===== src/inc/ddma_defines.vh =====
// constants and bit layouts for the descriptor dma host master
// Functional notes
// - Two separate descriptor lists, receive and transmit, both kept in host memory.
// - Each list walk starts from rx_list_base or tx_list_base as software wrote it.
// - Lists go forward only: next descriptor sequential or by stored pointer.
// - A ring end flag makes the next fetch wrap to the list base.
// - Chained flag turns the second address into the next descriptor pointer.
// - Up to two buffers per descriptor, own size and address, not contiguous.
// - A buffer holds at most one frame; status goes only into the descriptor.
// - A frame may span several descriptors only while data chaining is enabled.
// - After an early collision, retransmit once defer then backoff have elapsed.
// - single_cmd_flag is high while a single-beat command is on master_command.
// - A command is held until slave_data_valid or slave_error is sampled.
// - On the response the next pending command loads at once, else idle.
// - slave_error ends the command and the failure is reported; an error answering a command while in S_BOFF sets no DDMA_S_BUSERR bit.
// - Master address, write data and slave read data are 32 bits wide.
// - All host events share one interrupt output.
// - Byte order of moved data words is selectable big or little endian.
// - Words per burst are set by software.
`ifndef DDMA_DEFINES_VH
`define DDMA_DEFINES_VH
`define DDMA_CMD_IDLE   2'h0
`define DDMA_CMD_READ   2'h1
`define DDMA_CMD_WRITE  2'h2
`define DDMA_REG_CTRL   8'h00
`define DDMA_REG_STAT   8'h04
`define DDMA_REG_RXBASE 8'h08
`define DDMA_REG_TXBASE 8'h0C
`define DDMA_REG_RXCUR  8'h10
`define DDMA_REG_TXCUR  8'h14
`define DDMA_CTRL_RST   32'h00000100
`define DDMA_C_RXEN     0
`define DDMA_C_TXEN     1
`define DDMA_C_CHAIN    2
`define DDMA_C_BIGEND   3
`define DDMA_C_BURST    13:8
`define DDMA_C_SPEED    17:16
`define DDMA_STAT_W     7
`define DDMA_S_RXDONE   0
`define DDMA_S_TXDONE   1
`define DDMA_S_BUSERR   2
`define DDMA_S_RXUNAV   3
`define DDMA_S_TXUNAV   4
`define DDMA_S_RXOVF    5
`define DDMA_S_RETRY    6
`define DDMA_D_OWN      31
`define DDMA_D_LAST     30
`define DDMA_D_RING     25
`define DDMA_D_CHAINED  24
`define DDMA_D_SZ1      10:0
`define DDMA_D_SZ2      21:11
`define DDMA_D_STEP     32'h00000010
`define DDMA_D_W1       32'h00000004
`define DDMA_D_W2       32'h00000008
`define DDMA_D_W3       32'h0000000C
`define DDMA_WORD_BYTES 32'h00000004
`define DDMA_WB_ERR     15
`define DDMA_WB_LAST    14
`define DDMA_SPD_10     2'h0
`define DDMA_SPD_100    2'h1
`define DDMA_CLK_NS     100
`define DDMA_DEFER_BITS 96
`define DDMA_SLOT_BITS  512
`define DDMA_GSLOT_BITS 4096
`define DDMA_BT10_NS    100
`define DDMA_BT100_NS   10
`define DDMA_BT1G_NS    1
`define DDMA_BO_LIMIT   4'hA
`define DDMA_LFSR_SEED  10'h1A5
`endif


===== src/logic/ddma_master.v =====
// single-beat host bus master: holds a command until the slave answers
`include "ddma_defines.vh"
module ddma_master (
  input  wire        clk,
  input  wire        rst_n,
  input  wire        ce,
  input  wire        push,
  input  wire        push_wr,
  input  wire [31:0] push_addr,
  input  wire [31:0] push_data,
  output reg  [1:0]  master_command,
  output reg  [31:0] master_address,
  output reg  [31:0] master_write_data,
  output reg         single_cmd_flag,
  input  wire [31:0] slave_read_data,
  input  wire        slave_data_valid,
  input  wire        slave_error,
  output wire        resp_ok,
  output wire        resp_err,
  output wire [31:0] resp_data
);
  wire active = (master_command != `DDMA_CMD_IDLE);
  wire resp   = active && (slave_data_valid || slave_error);
  assign resp_err  = resp && slave_error;
  assign resp_ok   = resp && !slave_error;
  assign resp_data = slave_read_data;

  always @(posedge clk or negedge rst_n) begin
    if (!rst_n) begin
      master_command    <= `DDMA_CMD_IDLE;
      master_address    <= 32'h00000000;
      master_write_data <= 32'h00000000;
      single_cmd_flag   <= 1'b0;
    end else if (ce) begin
      if ((resp || !active) && push) begin
        master_command    <= push_wr ? `DDMA_CMD_WRITE : `DDMA_CMD_READ;
        master_address    <= push_addr;
        master_write_data <= push_data;
        single_cmd_flag   <= 1'b1;
      end else if (resp) begin
        master_command  <= `DDMA_CMD_IDLE;
        single_cmd_flag <= 1'b0;
      end
    end
  end
endmodule


===== src/logic/ddma_backoff.v =====
// defer plus random slot backoff timer for collision retries
`include "ddma_defines.vh"
module ddma_backoff (
  input  wire       clk,
  input  wire       rst_n,
  input  wire       ce,
  input  wire       start,
  input  wire [1:0] speed,
  input  wire [3:0] attempt,
  output reg        done
);
  function [19:0] cyc;
    input [31:0] ns;
    reg   [31:0] q;
    begin
      q = (ns + `DDMA_CLK_NS - 1) / `DDMA_CLK_NS;
      cyc = (q == 32'h00000000) ? 20'h00001 : q[19:0];
    end
  endfunction
  wire [19:0] defer_cyc = (speed == `DDMA_SPD_10)  ? cyc(`DDMA_DEFER_BITS * `DDMA_BT10_NS) :
                          (speed == `DDMA_SPD_100) ? cyc(`DDMA_DEFER_BITS * `DDMA_BT100_NS) :
                                                     cyc(`DDMA_DEFER_BITS * `DDMA_BT1G_NS);
  wire [19:0] slot_cyc  = (speed == `DDMA_SPD_10)  ? cyc(`DDMA_SLOT_BITS * `DDMA_BT10_NS) :
                          (speed == `DDMA_SPD_100) ? cyc(`DDMA_SLOT_BITS * `DDMA_BT100_NS) :
                                                     cyc(`DDMA_GSLOT_BITS * `DDMA_BT1G_NS);
  // truncated binary exponential window, capped at ten doublings
  wire [3:0]  expo = (attempt > `DDMA_BO_LIMIT) ? `DDMA_BO_LIMIT : attempt;
  wire [9:0]  mask = ~(10'h3FF << expo);
  reg  [9:0]  lfsr;
  reg  [9:0]  slots;
  reg  [19:0] cnt;
  reg         run;
  always @(posedge clk or negedge rst_n) begin
    if (!rst_n) begin
      lfsr <= `DDMA_LFSR_SEED;
      slots <= 10'h000;
      cnt <= 20'h00000;
      run <= 1'b0;
      done <= 1'b0;
    end else if (ce) begin
      lfsr <= {lfsr[8:0], lfsr[9] ^ lfsr[6]};
      done <= 1'b0;
      if (start) begin
        run <= 1'b1;
        cnt <= defer_cyc - 20'h00001;
        slots <= lfsr & mask;
      end else if (run) begin
        if (cnt != 20'h00000) begin
          cnt <= cnt - 20'h00001;
        end else if (slots == 10'h000) begin
          run <= 1'b0;
          done <= 1'b1;
        end else begin
          slots <= slots - 10'h001;
          cnt <= slot_cyc - 20'h00001;
        end
      end
    end
  end
endmodule


===== src/logic/ddma_top.v =====
// descriptor walking dma engine with register port and host master
//
// Local design decisions: the register offsets and the address-and-strobe port.
`include "ddma_defines.vh"
module ddma_top (
  input  wire        clk,
  input  wire        rst_n,
  input  wire        ce,
  input  wire [7:0]  reg_addr,
  input  wire [31:0] reg_wdata,
  input  wire        reg_wr,
  input  wire        reg_rd,
  output reg  [31:0] reg_rdata,
  output wire [1:0]  master_command,
  output wire [31:0] master_address,
  output wire [31:0] master_write_data,
  output wire        single_cmd_flag,
  input  wire [31:0] slave_read_data,
  input  wire        slave_data_valid,
  input  wire        slave_error,
  input  wire [31:0] rx_word,
  input  wire        rx_word_last,
  input  wire        rx_word_valid,
  output reg         rx_word_take,
  output reg  [31:0] tx_word,
  output reg         tx_word_last,
  output reg         tx_word_valid,
  input  wire        tx_word_ready,
  input  wire        tx_early_col,
  output reg         host_int
);
  localparam S_IDLE = 4'h0;
  localparam S_OWN  = 4'h1;
  localparam S_CTL  = 4'h2;
  localparam S_B1   = 4'h3;
  localparam S_B2   = 4'h4;
  localparam S_XFER = 4'h5;
  localparam S_WB   = 4'h6;
  localparam S_BOFF = 4'h7;
  localparam S_DROP = 4'h8;
  localparam DIR_RX = 1'b0;
  localparam DIR_TX = 1'b1;

  function [31:0] order;
    input [31:0] d;
    input        big;
    begin
      order = big ? {d[7:0], d[15:8], d[23:16], d[31:24]} : d;
    end
  endfunction
  function [9:0] nwords;
    input [10:0] bytes;
    begin
      nwords = {1'b0, bytes[10:2]} + {9'h000, |bytes[1:0]};
    end
  endfunction

  reg  [31:0] ctrl;
  reg  [31:0] rx_base;
  reg  [31:0] tx_base;
  reg  [31:0] rx_cur;
  reg  [31:0] tx_cur;
  reg  [`DDMA_STAT_W-1:0] stat;
  reg  [3:0]  st;
  reg         dir;
  reg         busy;
  reg         gap;
  reg         buf_sel;
  reg         retry;
  reg         in_frame;
  reg         frame_last;
  reg         rx_hold_last;
  reg         bo_ok;
  reg  [31:0] desc_addr;
  reg  [31:0] dctl;
  reg  [31:0] b2;
  reg  [31:0] buf_addr;
  reg  [31:0] frame_start;
  reg  [9:0]  words_left;
  reg  [11:0] xfer_cnt;
  reg  [5:0]  burst_cnt;
  reg  [3:0]  attempt;
  reg         push;
  reg         push_wr;
  reg  [31:0] push_addr;
  reg  [31:0] push_data;
  wire        resp_ok;
  wire        resp_err;
  wire [31:0] rd;
  wire        bo_done;

  wire        big      = ctrl[`DDMA_C_BIGEND];
  wire        chain_en = ctrl[`DDMA_C_CHAIN];
  wire [5:0]  blen     = ctrl[`DDMA_C_BURST];
  wire [10:0] sz2      = dctl[`DDMA_D_SZ2];
  wire        chained  = dctl[`DDMA_D_CHAINED];
  wire        last_buf = buf_sel || chained || (sz2 == 11'h000);
  // without data chaining a descriptor always closes the frame
  wire        tx_final = (words_left == 10'h001) && last_buf &&
                         (dctl[`DDMA_D_LAST] || !chain_en);
  wire        trunc    = !frame_last && !chain_en;
  wire [31:0] wb_word  = ({31'h0, frame_last} << `DDMA_WB_LAST) |
                         ({31'h0, trunc} << `DDMA_WB_ERR) | {18'h0, xfer_cnt, 2'h0};
  wire [31:0] list_base = (dir == DIR_TX) ? tx_base : rx_base;
  wire [31:0] next_desc = dctl[`DDMA_D_RING] ? list_base :
                          chained ? b2 :
                          desc_addr + `DDMA_D_STEP;
  wire        drop_take = (st == S_DROP) && rx_word_valid && !rx_word_take;
  wire        col_hit   = tx_early_col && (dir == DIR_TX) && in_frame &&
                          (st != S_IDLE) && (st != S_BOFF);
  wire        burst_end = ({2'h0, burst_cnt} + 8'h01 >= {2'h0, blen});

  always @* begin
    push = 1'b0;
    push_wr = 1'b0;
    push_addr = desc_addr;
    push_data = 32'h00000000;
    if (!busy) begin
      case (st)
        S_OWN: push = 1'b1;
        S_CTL: begin
          push = 1'b1;
          push_addr = desc_addr + `DDMA_D_W1;
        end
        S_B1: begin
          push = 1'b1;
          push_addr = desc_addr + `DDMA_D_W2;
        end
        S_B2: begin
          push = 1'b1;
          push_addr = desc_addr + `DDMA_D_W3;
        end
        S_XFER: begin
          push_addr = buf_addr;
          if (!gap && (words_left != 10'h000)) begin
            if (dir == DIR_RX) begin
              push = rx_word_valid && !rx_word_take;
              push_wr = 1'b1;
              push_data = order(rx_word, big);
            end else begin
              push = !tx_word_valid;
            end
          end
        end
        S_WB: begin
          push = 1'b1;
          push_wr = 1'b1;
          push_data = wb_word;
        end
        default: push = 1'b0;
      endcase
    end
  end

  ddma_master u_master (
    .clk               (clk),
    .rst_n             (rst_n),
    .ce                (ce),
    .push              (push),
    .push_wr           (push_wr),
    .push_addr         (push_addr),
    .push_data         (push_data),
    .master_command    (master_command),
    .master_address    (master_address),
    .master_write_data (master_write_data),
    .single_cmd_flag   (single_cmd_flag),
    .slave_read_data   (slave_read_data),
    .slave_data_valid  (slave_data_valid),
    .slave_error       (slave_error),
    .resp_ok           (resp_ok),
    .resp_err          (resp_err),
    .resp_data         (rd)
  );

  ddma_backoff u_backoff (
    .clk     (clk),
    .rst_n   (rst_n),
    .ce      (ce),
    .start   (col_hit),
    .speed   (ctrl[`DDMA_C_SPEED]),
    .attempt (attempt),
    .done    (bo_done)
  );

  always @(posedge clk or negedge rst_n) begin
    if (!rst_n) begin
      reg_rdata <= 32'h00000000;
    end else if (ce) begin
      reg_rdata <= 32'h00000000;
      if (reg_rd) begin
        case (reg_addr)
          `DDMA_REG_CTRL:   reg_rdata <= ctrl;
          `DDMA_REG_STAT:   reg_rdata <= {12'h000, st, 9'h000, stat};
          `DDMA_REG_RXBASE: reg_rdata <= rx_base;
          `DDMA_REG_TXBASE: reg_rdata <= tx_base;
          `DDMA_REG_RXCUR:  reg_rdata <= rx_cur;
          `DDMA_REG_TXCUR:  reg_rdata <= tx_cur;
          default:          reg_rdata <= 32'h00000000;
        endcase
      end
    end
  end

  always @(posedge clk or negedge rst_n) begin
    if (!rst_n) begin
      ctrl <= `DDMA_CTRL_RST;
      rx_base <= 32'h00000000;
      tx_base <= 32'h00000000;
      rx_cur <= 32'h00000000;
      tx_cur <= 32'h00000000;
      stat <= {`DDMA_STAT_W{1'b0}};
      host_int <= 1'b0;
      st <= S_IDLE;
      dir <= DIR_RX;
      busy <= 1'b0;
      gap <= 1'b0;
      buf_sel <= 1'b0;
      retry <= 1'b0;
      in_frame <= 1'b0;
      frame_last <= 1'b0;
      rx_hold_last <= 1'b0;
      bo_ok <= 1'b0;
      desc_addr <= 32'h00000000;
      dctl <= 32'h00000000;
      b2 <= 32'h00000000;
      buf_addr <= 32'h00000000;
      frame_start <= 32'h00000000;
      words_left <= 10'h000;
      xfer_cnt <= 12'h000;
      burst_cnt <= 6'h00;
      attempt <= 4'h0;
      rx_word_take <= 1'b0;
      tx_word <= 32'h00000000;
      tx_word_last <= 1'b0;
      tx_word_valid <= 1'b0;
    end else if (ce) begin
      host_int <= |stat;
      rx_word_take <= (push && (st == S_XFER) && (dir == DIR_RX)) || drop_take;
      gap <= 1'b0;
      if (tx_word_valid && tx_word_ready) begin
        tx_word_valid <= 1'b0;
      end
      if (reg_wr) begin
        case (reg_addr)
          `DDMA_REG_CTRL: ctrl <= reg_wdata;
          `DDMA_REG_STAT: stat <= stat & ~reg_wdata[`DDMA_STAT_W-1:0];
          default: ;
        endcase
      end
      if (push) begin
        busy <= 1'b1;
        if (st == S_XFER) begin
          rx_hold_last <= rx_word_last;
          burst_cnt <= burst_end ? 6'h00 : burst_cnt + 6'h01;
          gap <= burst_end;
        end
      end
      if (resp_ok || resp_err) begin
        busy <= 1'b0;
      end
      if (bo_done) begin
        bo_ok <= 1'b1;
      end
      if (resp_err && (st != S_BOFF)) begin
        stat[`DDMA_S_BUSERR] <= 1'b1;
        st <= S_IDLE;
        in_frame <= 1'b0;
        frame_last <= 1'b0;
      end else begin
        case (st)
          S_IDLE: if (!busy) begin
            retry <= 1'b0;
            attempt <= 4'h0;
            if (ctrl[`DDMA_C_RXEN] && rx_word_valid && !rx_word_take) begin
              dir <= DIR_RX;
              desc_addr <= rx_cur;
              st <= S_OWN;
              in_frame <= 1'b1;
            end else if (ctrl[`DDMA_C_TXEN]) begin
              dir <= DIR_TX;
              desc_addr <= tx_cur;
              frame_start <= tx_cur;
              st <= S_OWN;
              in_frame <= 1'b1;
            end
          end
          S_OWN: if (resp_ok) begin
            if (rd[`DDMA_D_OWN] || retry) begin
              st <= S_CTL;
            end else begin
              stat[(dir == DIR_TX) ? `DDMA_S_TXUNAV : `DDMA_S_RXUNAV] <= 1'b1;
              st <= S_IDLE;
              in_frame <= 1'b0;
            end
          end
          S_CTL: if (resp_ok) begin
            dctl <= rd;
            st <= S_B1;
          end
          S_B1: if (resp_ok) begin
            buf_addr <= rd;
            st <= S_B2;
          end
          S_B2: if (resp_ok) begin
            b2 <= rd;
            buf_sel <= 1'b0;
            words_left <= nwords(dctl[`DDMA_D_SZ1]);
            xfer_cnt <= 12'h000;
            burst_cnt <= 6'h00;
            st <= S_XFER;
          end
          S_XFER: begin
            if (resp_ok) begin
              buf_addr <= buf_addr + `DDMA_WORD_BYTES;
              words_left <= words_left - 10'h001;
              xfer_cnt <= xfer_cnt + 12'h001;
              if (dir == DIR_TX) begin
                tx_word <= order(rd, big);
                tx_word_valid <= 1'b1;
                tx_word_last <= tx_final;
                if (tx_final) begin
                  frame_last <= 1'b1;
                  st <= S_WB;
                end
              end else if (rx_hold_last) begin
                frame_last <= 1'b1;
                st <= S_WB;
              end
            end else if (!busy && (words_left == 10'h000)) begin
              if (!buf_sel && !chained && (sz2 != 11'h000)) begin
                buf_sel <= 1'b1;
                buf_addr <= b2;
                words_left <= nwords(sz2);
              end else begin
                st <= S_WB;
              end
            end
          end
          S_WB: if (resp_ok) begin
            desc_addr <= next_desc;
            if (dir == DIR_TX) begin
              tx_cur <= next_desc;
            end else begin
              rx_cur <= next_desc;
            end
            if (frame_last) begin
              stat[(dir == DIR_TX) ? `DDMA_S_TXDONE : `DDMA_S_RXDONE] <= 1'b1;
              frame_last <= 1'b0;
              in_frame <= 1'b0;
              st <= S_IDLE;
            end else if (chain_en) begin
              st <= S_OWN;
            end else begin
              in_frame <= 1'b0;
              st <= (dir == DIR_TX) ? S_IDLE : S_DROP;
              if (dir == DIR_RX) begin
                stat[`DDMA_S_RXOVF] <= 1'b1;
              end
            end
          end
          S_BOFF: if (bo_ok && !busy) begin
            bo_ok <= 1'b0;
            retry <= 1'b1;
            desc_addr <= frame_start;
            st <= S_OWN;
          end
          S_DROP: if (drop_take && rx_word_last) begin
            st <= S_IDLE;
          end
          default: st <= S_IDLE;
        endcase
      end
      if (col_hit) begin
        st <= S_BOFF;
        bo_ok <= 1'b0;
        frame_last <= 1'b0;
        tx_word_valid <= 1'b0;
        stat[`DDMA_S_RETRY] <= 1'b1;
        attempt <= (attempt == 4'hF) ? attempt : attempt + 4'h1;
      end
      if (reg_wr && (reg_addr == `DDMA_REG_RXBASE)) begin
        rx_base <= reg_wdata;
        rx_cur <= reg_wdata;
      end
      if (reg_wr && (reg_addr == `DDMA_REG_TXBASE)) begin
        tx_base <= reg_wdata;
        tx_cur <= reg_wdata;
      end
    end
  end
endmodule


===== config.mk =====
export PLATFORM = sky130hd
export DESIGN_NAME = ddma_top
export DESIGN_NICKNAME = d
export VERILOG_FILES = /design/src/logic/ddma_master.v /design/src/logic/ddma_backoff.v /design/src/logic/ddma_top.v
export VERILOG_INCLUDE_DIRS = /design/src /design/src/inc
export SDC_FILE = /design/constraint.sdc
export NUM_CORES = 1
export LEC_CHECK = 0
export BUFFER_PORTS_ARGS = -buffer_cell sky130_fd_sc_hd__clkbuf_2
export CAP_MARGIN = 10
export CORE_MARGIN = 5
export CORE_UTILIZATION = 55
export CTS_BUF_LIST = sky130_fd_sc_hd__clkbuf_16
export DETAILED_ROUTE_END_ITERATION = 10
export PLACE_DENSITY = 0.88
export SYNTH_ARGS = -nofsm -noshare
export SYNTH_HDL_FRONTEND = slang
export SYNTH_SLANG_ARGS = --single-unit

===== constraint.sdc =====
create_clock -name clk -period 2.9 [get_ports clk]
set_input_delay 0.435 -clock clk [delete_from_list [all_inputs] [get_ports clk]]
set_output_delay 0.435 -clock clk [all_outputs]
set_load 0.02 [all_outputs]

==> results of run 1 <==
-- power by group through the flow --
| stage | logic, W | clock network (W) | registers (W) |
|---|---|---|---|
| after floorplan | 0.00611 | 0 | 0.0108 |
| after global placement | 0.00960 | 0 | 0.0110 |
| after detailed placement | 0.00985 | 0 | 0.0110 |
| after CTS | 0.00999 | 0.00729 | 0.0109 |
| after global routing | 0.0111 | 0.00763 | 0.0112 |
| final | 0.0103 | 0.00725 | 0.0111 |
-- layer usage --
| layer | vias up | wire length, um |
|---|---|---|
| met3 | 397 | 9230 |
| met5 | - | 27 |
| met2 | 1741 | 47200 |
| met1 | 13700 | 38100 |
| li1 | 12300 | - |
| met4 | 4 | 6960 |
-- repair_timing --
item / 4_1_cts / 5_1_grt
hold buffers: 1 / 0
hold endpoints to repair: 61 / 0
endpoints found under the setup margin: 2 / 65
resized for setup: 1 / 23
pin swaps: 0 / 7
setup buffers: 0 / 3
-- per-stage QoR --
stage | power, W | instances | setup TNS (ns) | instance area, um^2 | hold WS (ns)
final | 0.0286 | 4215 | 0 | 35000 | 0.0589
after global routing | 0.0300 | 4214 | -0.00550 | 35000 | 0.0714
after CTS | 0.0282 | 4208 | 0 | 34800 | 0.0291
after detailed placement | 0.0209 | 4103 | -0.0167 | 33000 | 0.466
after global placement | 0.0206 | 4103 | 0 | 33000 | 0.461
after floorplan | 0.0169 | 3224 | 0 | 30100 | 0.139
-- path summary, 6_finish.rpt --
| path | start | to | cells after the start |
|---|---|---|---|
| hold / removal | reg_wdata[8] | rx_base[8] | 3 |
| min in group asynchronous | rst_n | reg_rdata[3] | 2 |
| hold reg to reg | u_master.master_write_data[25] | u_master.master_write_data[25] | 2 |
| setup reg to reg | desc_addr[14] | desc_addr[26] | 7 |
| setup / recovery | desc_addr[14] | desc_addr[26] | 7 |
| max in group asynchronous | rst_n | u_backoff.slots[4] | 3 |
-- layout make-up --
type                            count  area share (%)
Multi-Input combinational cell   2387            44.4
Sequential cell                   542            38.8
Timing Repair Buffer              440            8.61
Clock buffer                       57            4.08
Tap cell                          696            2.49
Clock inverter                     47            1.13
Inverter                           42           0.458
Antenna cell                        4          0.0286
-- worst max-delay path, delay by kind of cell (launching register included) --
kind	cells	cell delay [ns]
simple gates	3	1.24
flops	1	0.58
mux	2	0.56
compound gates	2	0.28
-- cell usage after synthesis, types with 6 or more instances --
cell type    n  share of area, %
nor4_1      19              0.39
mux2i_1    167               5.6
a22o_1      50               1.5
nand2b_1    17              0.35
xor2_1      37               1.1
clkbuf_1   174               2.2
a21oi_1    222               3.7
o31ai_1     30              0.75
a211oi_1    29              0.72
xnor2_1     39               1.1
o21a_1      19              0.47
dfstp_2      6              0.52
o2bb2ai_1   12              0.35
nor2b_1      9              0.19
a21o_1      12              0.30
or3_1       17              0.35
a31oi_1     62               1.3
nand2_1    419               5.2
or2_2        6              0.12
and2_1      15              0.31
o21ai_0    242               4.0
dfrtp_1    536                45
o311ai_0    15              0.44
o22ai_1     32              0.67
nand4_1     37              0.77
a32oi_1      6              0.17
mux2_2     188               7.0
buf_2       52              0.86
and3_1      21              0.44
buf_1       24              0.30
ha_1        22              0.91
a221oi_1    11              0.32
a22oi_1     69               1.7
and4_1       9              0.26
nand3_1     75               1.2
inv_1       40              0.50
nor2_1     252               3.1
o211ai_1    49               1.2
nor3_1      58              0.96
-- kinds of logic after synthesis --
logic type	after synthesis	share of synthesized area, %
flip-flops	542	45.1
XOR/XNOR	76	2.21
AND/OR/NAND/NOR	1003	15.3
AO/OA/AOI/OAI	928	19.7
adder cells (fa/ha/maj)	23	0.981
buffers and inverters	295	3.95
multiplexers	357	12.7
==> results.json, run 1 <==
{
  "start_util_pct": 55.7,
  "drt_pass1_iterations": 7,
  "grt_max_degree": 72,
  "cts_max_level": 2,
  "arrival_ns": 3.30,
  "cts_max_path_buffers": 3,
  "drt_first_iter_violations": 3626,
  "cts-buffers-inserted": 57,
  "fin_ws_ns": 0.111,
  "antenna_left": 0,
  "fin_util_pct": 64.8,
  "timing_worst_setup_path_type": "flip-flop to flip-flop",
  "syn_nets": 3362,
  "p_clk_share_pct": 25.3,
  "grtUsageMet2_pct": 52.6,
  "leakagePower_nw": 15.8,
  "preCtsSetupSlack_ns": -0.0167,
  "final_cell_mix": "dfrtp_1 (532), nand2_1 (416), nor2_1 (252), clkbuf_2 (248), o21ai_0 (241)",
  "netlist_area_mm2": 0.0301,
  "grt_overflow": 0,
  "switchingPower_w": 0.0115,
  "p_per_area_mw_per_mm2": 818,
  "nNetsFinal": 3608,
  "dp_hpwl_um": 71800,
  "grt_pass1_vias": 27700,
  "end_kind": "flip-flop",
  "avgViaCountPerCell": 6.66,
  "core.rowCount": 85,
  "met1_usage_pct": 43.1,
  "netSwitchingFraction_pct": 40.2,
  "gp_congestion": 1.02,
  "grt_busiest_layer": "met2",
  "fin_crit_sh_pct": 96.2,
  "syn_inst": 3224,
  "slew_headroom_pct": 24.4,
  "grt_pass1_wl_um": 159000,
  "die_w_um": 244,
  "clk_pin_slew_ns": 0.06,
  "clock_skew_ns": 0.0192,
  "drv_slew": 0,
  "setup_viol": 0,
  "cts_tree": "yes",
  "critPathMaxFanout": 10,
  "final_layout_size_suffix_gt1_share_pct": 22.2,
  "ir_drop_v": 0.000570,
  "die_height_um": 244,
  "critical_path.cell_chain": "and4_1, nand3_1, nor4_1, mux2i_1, a211o_1, o21ai_0, mux2_2",
  "fin_crit_ns": 2.79,
  "numPortBuffers": 249,
  "multi_input_area_mm2": 0.0155,
  "start_kind": "flip-flop",
  "yosys_register_bits": 542,
  "routed_wl_um": 102000,
  "syn_area_per_cell_um2": 9.33,
  "root_buffer": "clkbuf_16",
  "max_stage_delay_ns": 0.71,
  "synth_cell_type_count": 95,
  "pin_count": 250,
  "cp_slowest_cell": "nor4_1",
  "antenna_found_initial": 6,
  "dr_total_vias": 28100,
  "p_int_w": 0.0171,
  "cp_data_required_time_ns": 3.42,
  "layout_commonest_cell": "dfrtp_1",
  "status": "finished clean",
  "hold_path_class": "input port to flip-flop",
  "r2r_slack_ns": 0.11,
  "tightest_slew_ns": 1.13,
  "die-area_mm2": 0.0595,
  "wl_per_cell_um": 24.1,
  "cts_sinks": 542,
  "yosysSeqAreaShare_pct": 45.1,
  "synth_edf_count": 0,
  "combPwrFrac_pct": 36.1,
  "areaGrowthSynthToFinish_pct": 16.3,
  "yosys_warnings": 0,
  "grt_use_total_pct": 33.3,
  "async_flop_share_pct": 100,
  "synth_flop_cell": "dfrtp_1",
  "coreArea_mm2": 0.0540,
  "num-fill-cells": 4140,
  "fmax_mhz": 359,
  "maxCapViolCount": 0,
  "met3_usage_pct": 5.50,
  "hold_viol": 0,
  "post-route-drc-count": 0,
  "seq_power_share_pct": 38.6,
  "clk_latency_ns": 0.65,
  "regArea_mm2": 0.0136
}
(Power assumes the default switching activity.)
==> run 2: changes to the inputs <==
--- a/config.mk
+++ b/config.mk
@@ -8,8 +8,10 @@
 export LEC_CHECK = 0
 export BUFFER_PORTS_ARGS = -buffer_cell sky130_fd_sc_hd__clkbuf_2
 export CAP_MARGIN = 10
+export CELL_PAD_IN_SITES_DETAIL_PLACEMENT = 0
+export CELL_PAD_IN_SITES_GLOBAL_PLACEMENT = 2
 export CORE_MARGIN = 5
-export CORE_UTILIZATION = 55
+export CORE_UTILIZATION = 35
 export CTS_BUF_LIST = sky130_fd_sc_hd__clkbuf_16
 export DETAILED_ROUTE_END_ITERATION = 10
 export PLACE_DENSITY = 0.88
==> run 2 against run 1 <==
  * Clock-buffer cell count rose by 10
  * Cell count rose by 12%
  * Critical path depth rose by 4
  * Non-clock buffer count is 29 higher
  * Register-to-register slack got worse by 0.03 ns
  * Global-route usage decreased by 9.7 points
  * Utilization down 23 points
  * Via count decreased by 4.5%
  * Largest power group unchanged
  * Highest routed layer unchanged
==> results.json, run 2 (same netlist as run 1, synthesis figures left out) <==
{
  "num-fill-cells": 8564,
  "combPwrFrac_pct": 35.8,
  "rsz0062_at_grt": "no",
  "min_from": "reg_wdata[14]",
  "regArea_mm2": 0.0136,
  "maxCapViolCount": 0,
  "critical_path.cell_chain": "or4b_4, inv_4, buf_4, fa_2, nand2_4, or3_4, xnor2_1, a221oi_2, a21oi_1, o21ai_0, o21ai_0",
  "grt_max_degree": 101,
  "fin_ws_ns": 0.0795,
  "p_per_area_mw_per_mm2": 812,
  "areaGrowthSynthToFinish_pct": 19.7,
  "reg2reg_to": "u_master.master_address[14]",
  "hold-path-endpoint": "rx_base[14]",
  "ir_drop_v": 0.000476,
  "core.rowCount": 107,
  "grt_overflow": 0,
  "root_buffer": "clkbuf_16",
  "coreArea_mm2": 0.0853,
  "hold_path_depth": 3,
  "preCtsSetupSlack_ns": -0.0126,
  "r2r_slack_ns": 0.08,
  "antenna_left": 0,
  "fin_crit_sh_pct": 97.3,
  "r2r-start": "st[0]",
  "seq_power_share_pct": 37.5,
  "hold_viol": 0,
  "status": "finished clean",
  "final_cell_mix": "dfrtp_1 (533), nand2_1 (416), nor2_1 (252), clkbuf_2 (248), o21ai_0 (242)",
  "reg2regPathDepth": 11,
  "leakagePower_nw": 16.1,
  "cts_sinks": 542,
  "arrival_ns": 3.29,
  "tightest_slew_ns": 1.18,
  "setup_viol": 0,
  "cts_max_level": 3,
  "critPathMaxFanout": 5,
  "switchingPower_w": 0.0117,
  "grt_use_total_pct": 23.5,
  "hold_path_class": "input port to flip-flop",
  "layout_commonest_cell": "dfrtp_1",
  "critPathBufInv": 2,
  "avgViaCountPerCell": 5.70,
  "dp_hpwl_um": 80300,
  "die-area_mm2": 0.0919,
  "cts_max_path_buffers": 3,
  "p_int_w": 0.0176,
  "p_clk_share_pct": 26.7,
  "finalSetupTns_ns": 0,
  "clk_latency_ns": 0.62,
  "die_w_um": 303,
  "cpLargestDelayFamily": "simple AND/OR/NAND/NOR gates",
  "cts-buffers-inserted": 66,
  "routed_wl_um": 111000,
  "drv_slew": 0,
  "nNetsFinal": 3646,
  "timing_worst_setup_path_type": "flip-flop to flip-flop",
  "slew_headroom_pct": 21.3,
  "grt_pass1_vias": 26200,
  "antenna_found_initial": 2,
  "multi_input_area_mm2": 0.0156,
  "cts_tree": "yes",
  "cp_slowest_cell": "or4b_4",
  "total_power_w": 0.0292,
  "die_height_um": 303,
  "numPortBuffers": 249,
  "fmax_mhz": 355,
  "post-route-drc-count": 0,
  "pin_count": 250,
  "cp_common_cell": "o21ai_0",
  "drt_first_iter_violations": 2322,
  "fin_crit_ns": 2.82,
  "cp_data_required_time_ns": 3.37,
  "wl_per_cell_um": 23.6,
  "clock_skew_ns": 0.0372,
  "max_stage_delay_ns": 0.57,
  "gp_congestion": 0.930,
  "holdWs_ns": 0.0809,
  "clk_pin_slew_ns": 0.06,
  "dr_total_vias": 26800,
  "start_kind": "flip-flop",
  "final_layout_size_suffix_gt1_share_pct": 23.1,
  "end_kind": "flip-flop",
  "start_util_pct": 35.3,
  "netSwitchingFraction_pct": 40.0,
  "grt_pass1_wl_um": 168000,
  "drt_pass1_iterations": 5
}
run 2: layout make-up:
class                           count  share of cell area, %
Antenna cell                        1                0.00695
Clock buffer                       67                   4.65
Clock inverter                     50                  0.872
Inverter                           42                  0.445
Multi-Input combinational cell   2387                   43.2
Sequential cell                   542                   37.7
Tap cell                         1144                   3.97
Timing Repair Buffer              469                   9.19
run 2: power groups by stage:
stage / registers, W / clock network, W / logic (W)
2_1_floorplan: 0.0108 / 0 / 0.00611
5_1_grt: 0.0112 / 0.00830 / 0.0114
6_report: 0.0110 / 0.00780 / 0.0105
4_1_cts: 0.0109 / 0.00799 / 0.0103
3_5_place_dp: 0.0111 / 0 / 0.0102
3_3_place_gp: 0.0110 / 0 / 0.0102
run 2: per-layer routing:
metal  vias up  routed length [um]  track usage [%]
met4         2                5080             9.80
met1     13400               47200             31.4
li1      12400                   -                -
met5         -                  13                0
met3       211                5760             3.37
met2       836               53000             38.6
run 2: worst register-to-register path: stages, from the launching register on:
cell	delay (ns)
dfrtp_2	0.40
or4b_4	0.57
inv_4	0.09
buf_4	0.12
fa_2	0.27
nand2_4	0.08
or3_4	0.41
xnor2_1	0.14
a221oi_2	0.27
a21oi_1	0.09
o21ai_0	0.14
o21ai_0	0.09
run 2: how the worst max path moves through the flow:
| stage | from | endpoint | slack [ns] | cells after the start |
|---|---|---|---|---|
| 3_3_place_gp | st[0] | u_backoff.cnt[13] | 0.06 | 9 |
| 2_1_floorplan | st[1] | u_backoff.cnt[16] | 0.02 | 11 |
| 5_1_grt | u_backoff.cnt[13] | u_backoff.cnt[16] | 0.001 | 9 |
| 6_report | st[0] | u_master.master_address[14] | 0.08 | 11 |
| 3_5_place_dp | st[0] | u_master.master_address[29] | -0.01 | 11 |
| 4_1_cts | desc_addr[8] | u_master.master_address[20] | 0.01 | 8 |
run 2: repair_timing:
action | in CTS | in global routing
hold buffers | 1 | 0
gates resized for setup | 2 | 20
buffers inserted | 0 | 1
hold endpoints to repair | 41 | 0
endpoints found under the setup margin | 2 | 52
pin swaps | 0 | 2
cloned | 0 | 0
run 2: through the flow:
step	instance area [um^2]	utilization, %	cells
after global placement	33900	39.7	4582
after global routing	36000	42.2	4702
after detailed placement	33900	39.7	4582
final	36000	42.2	4702
after floorplan	30100	-	3224
after CTS	35900	42.1	4700
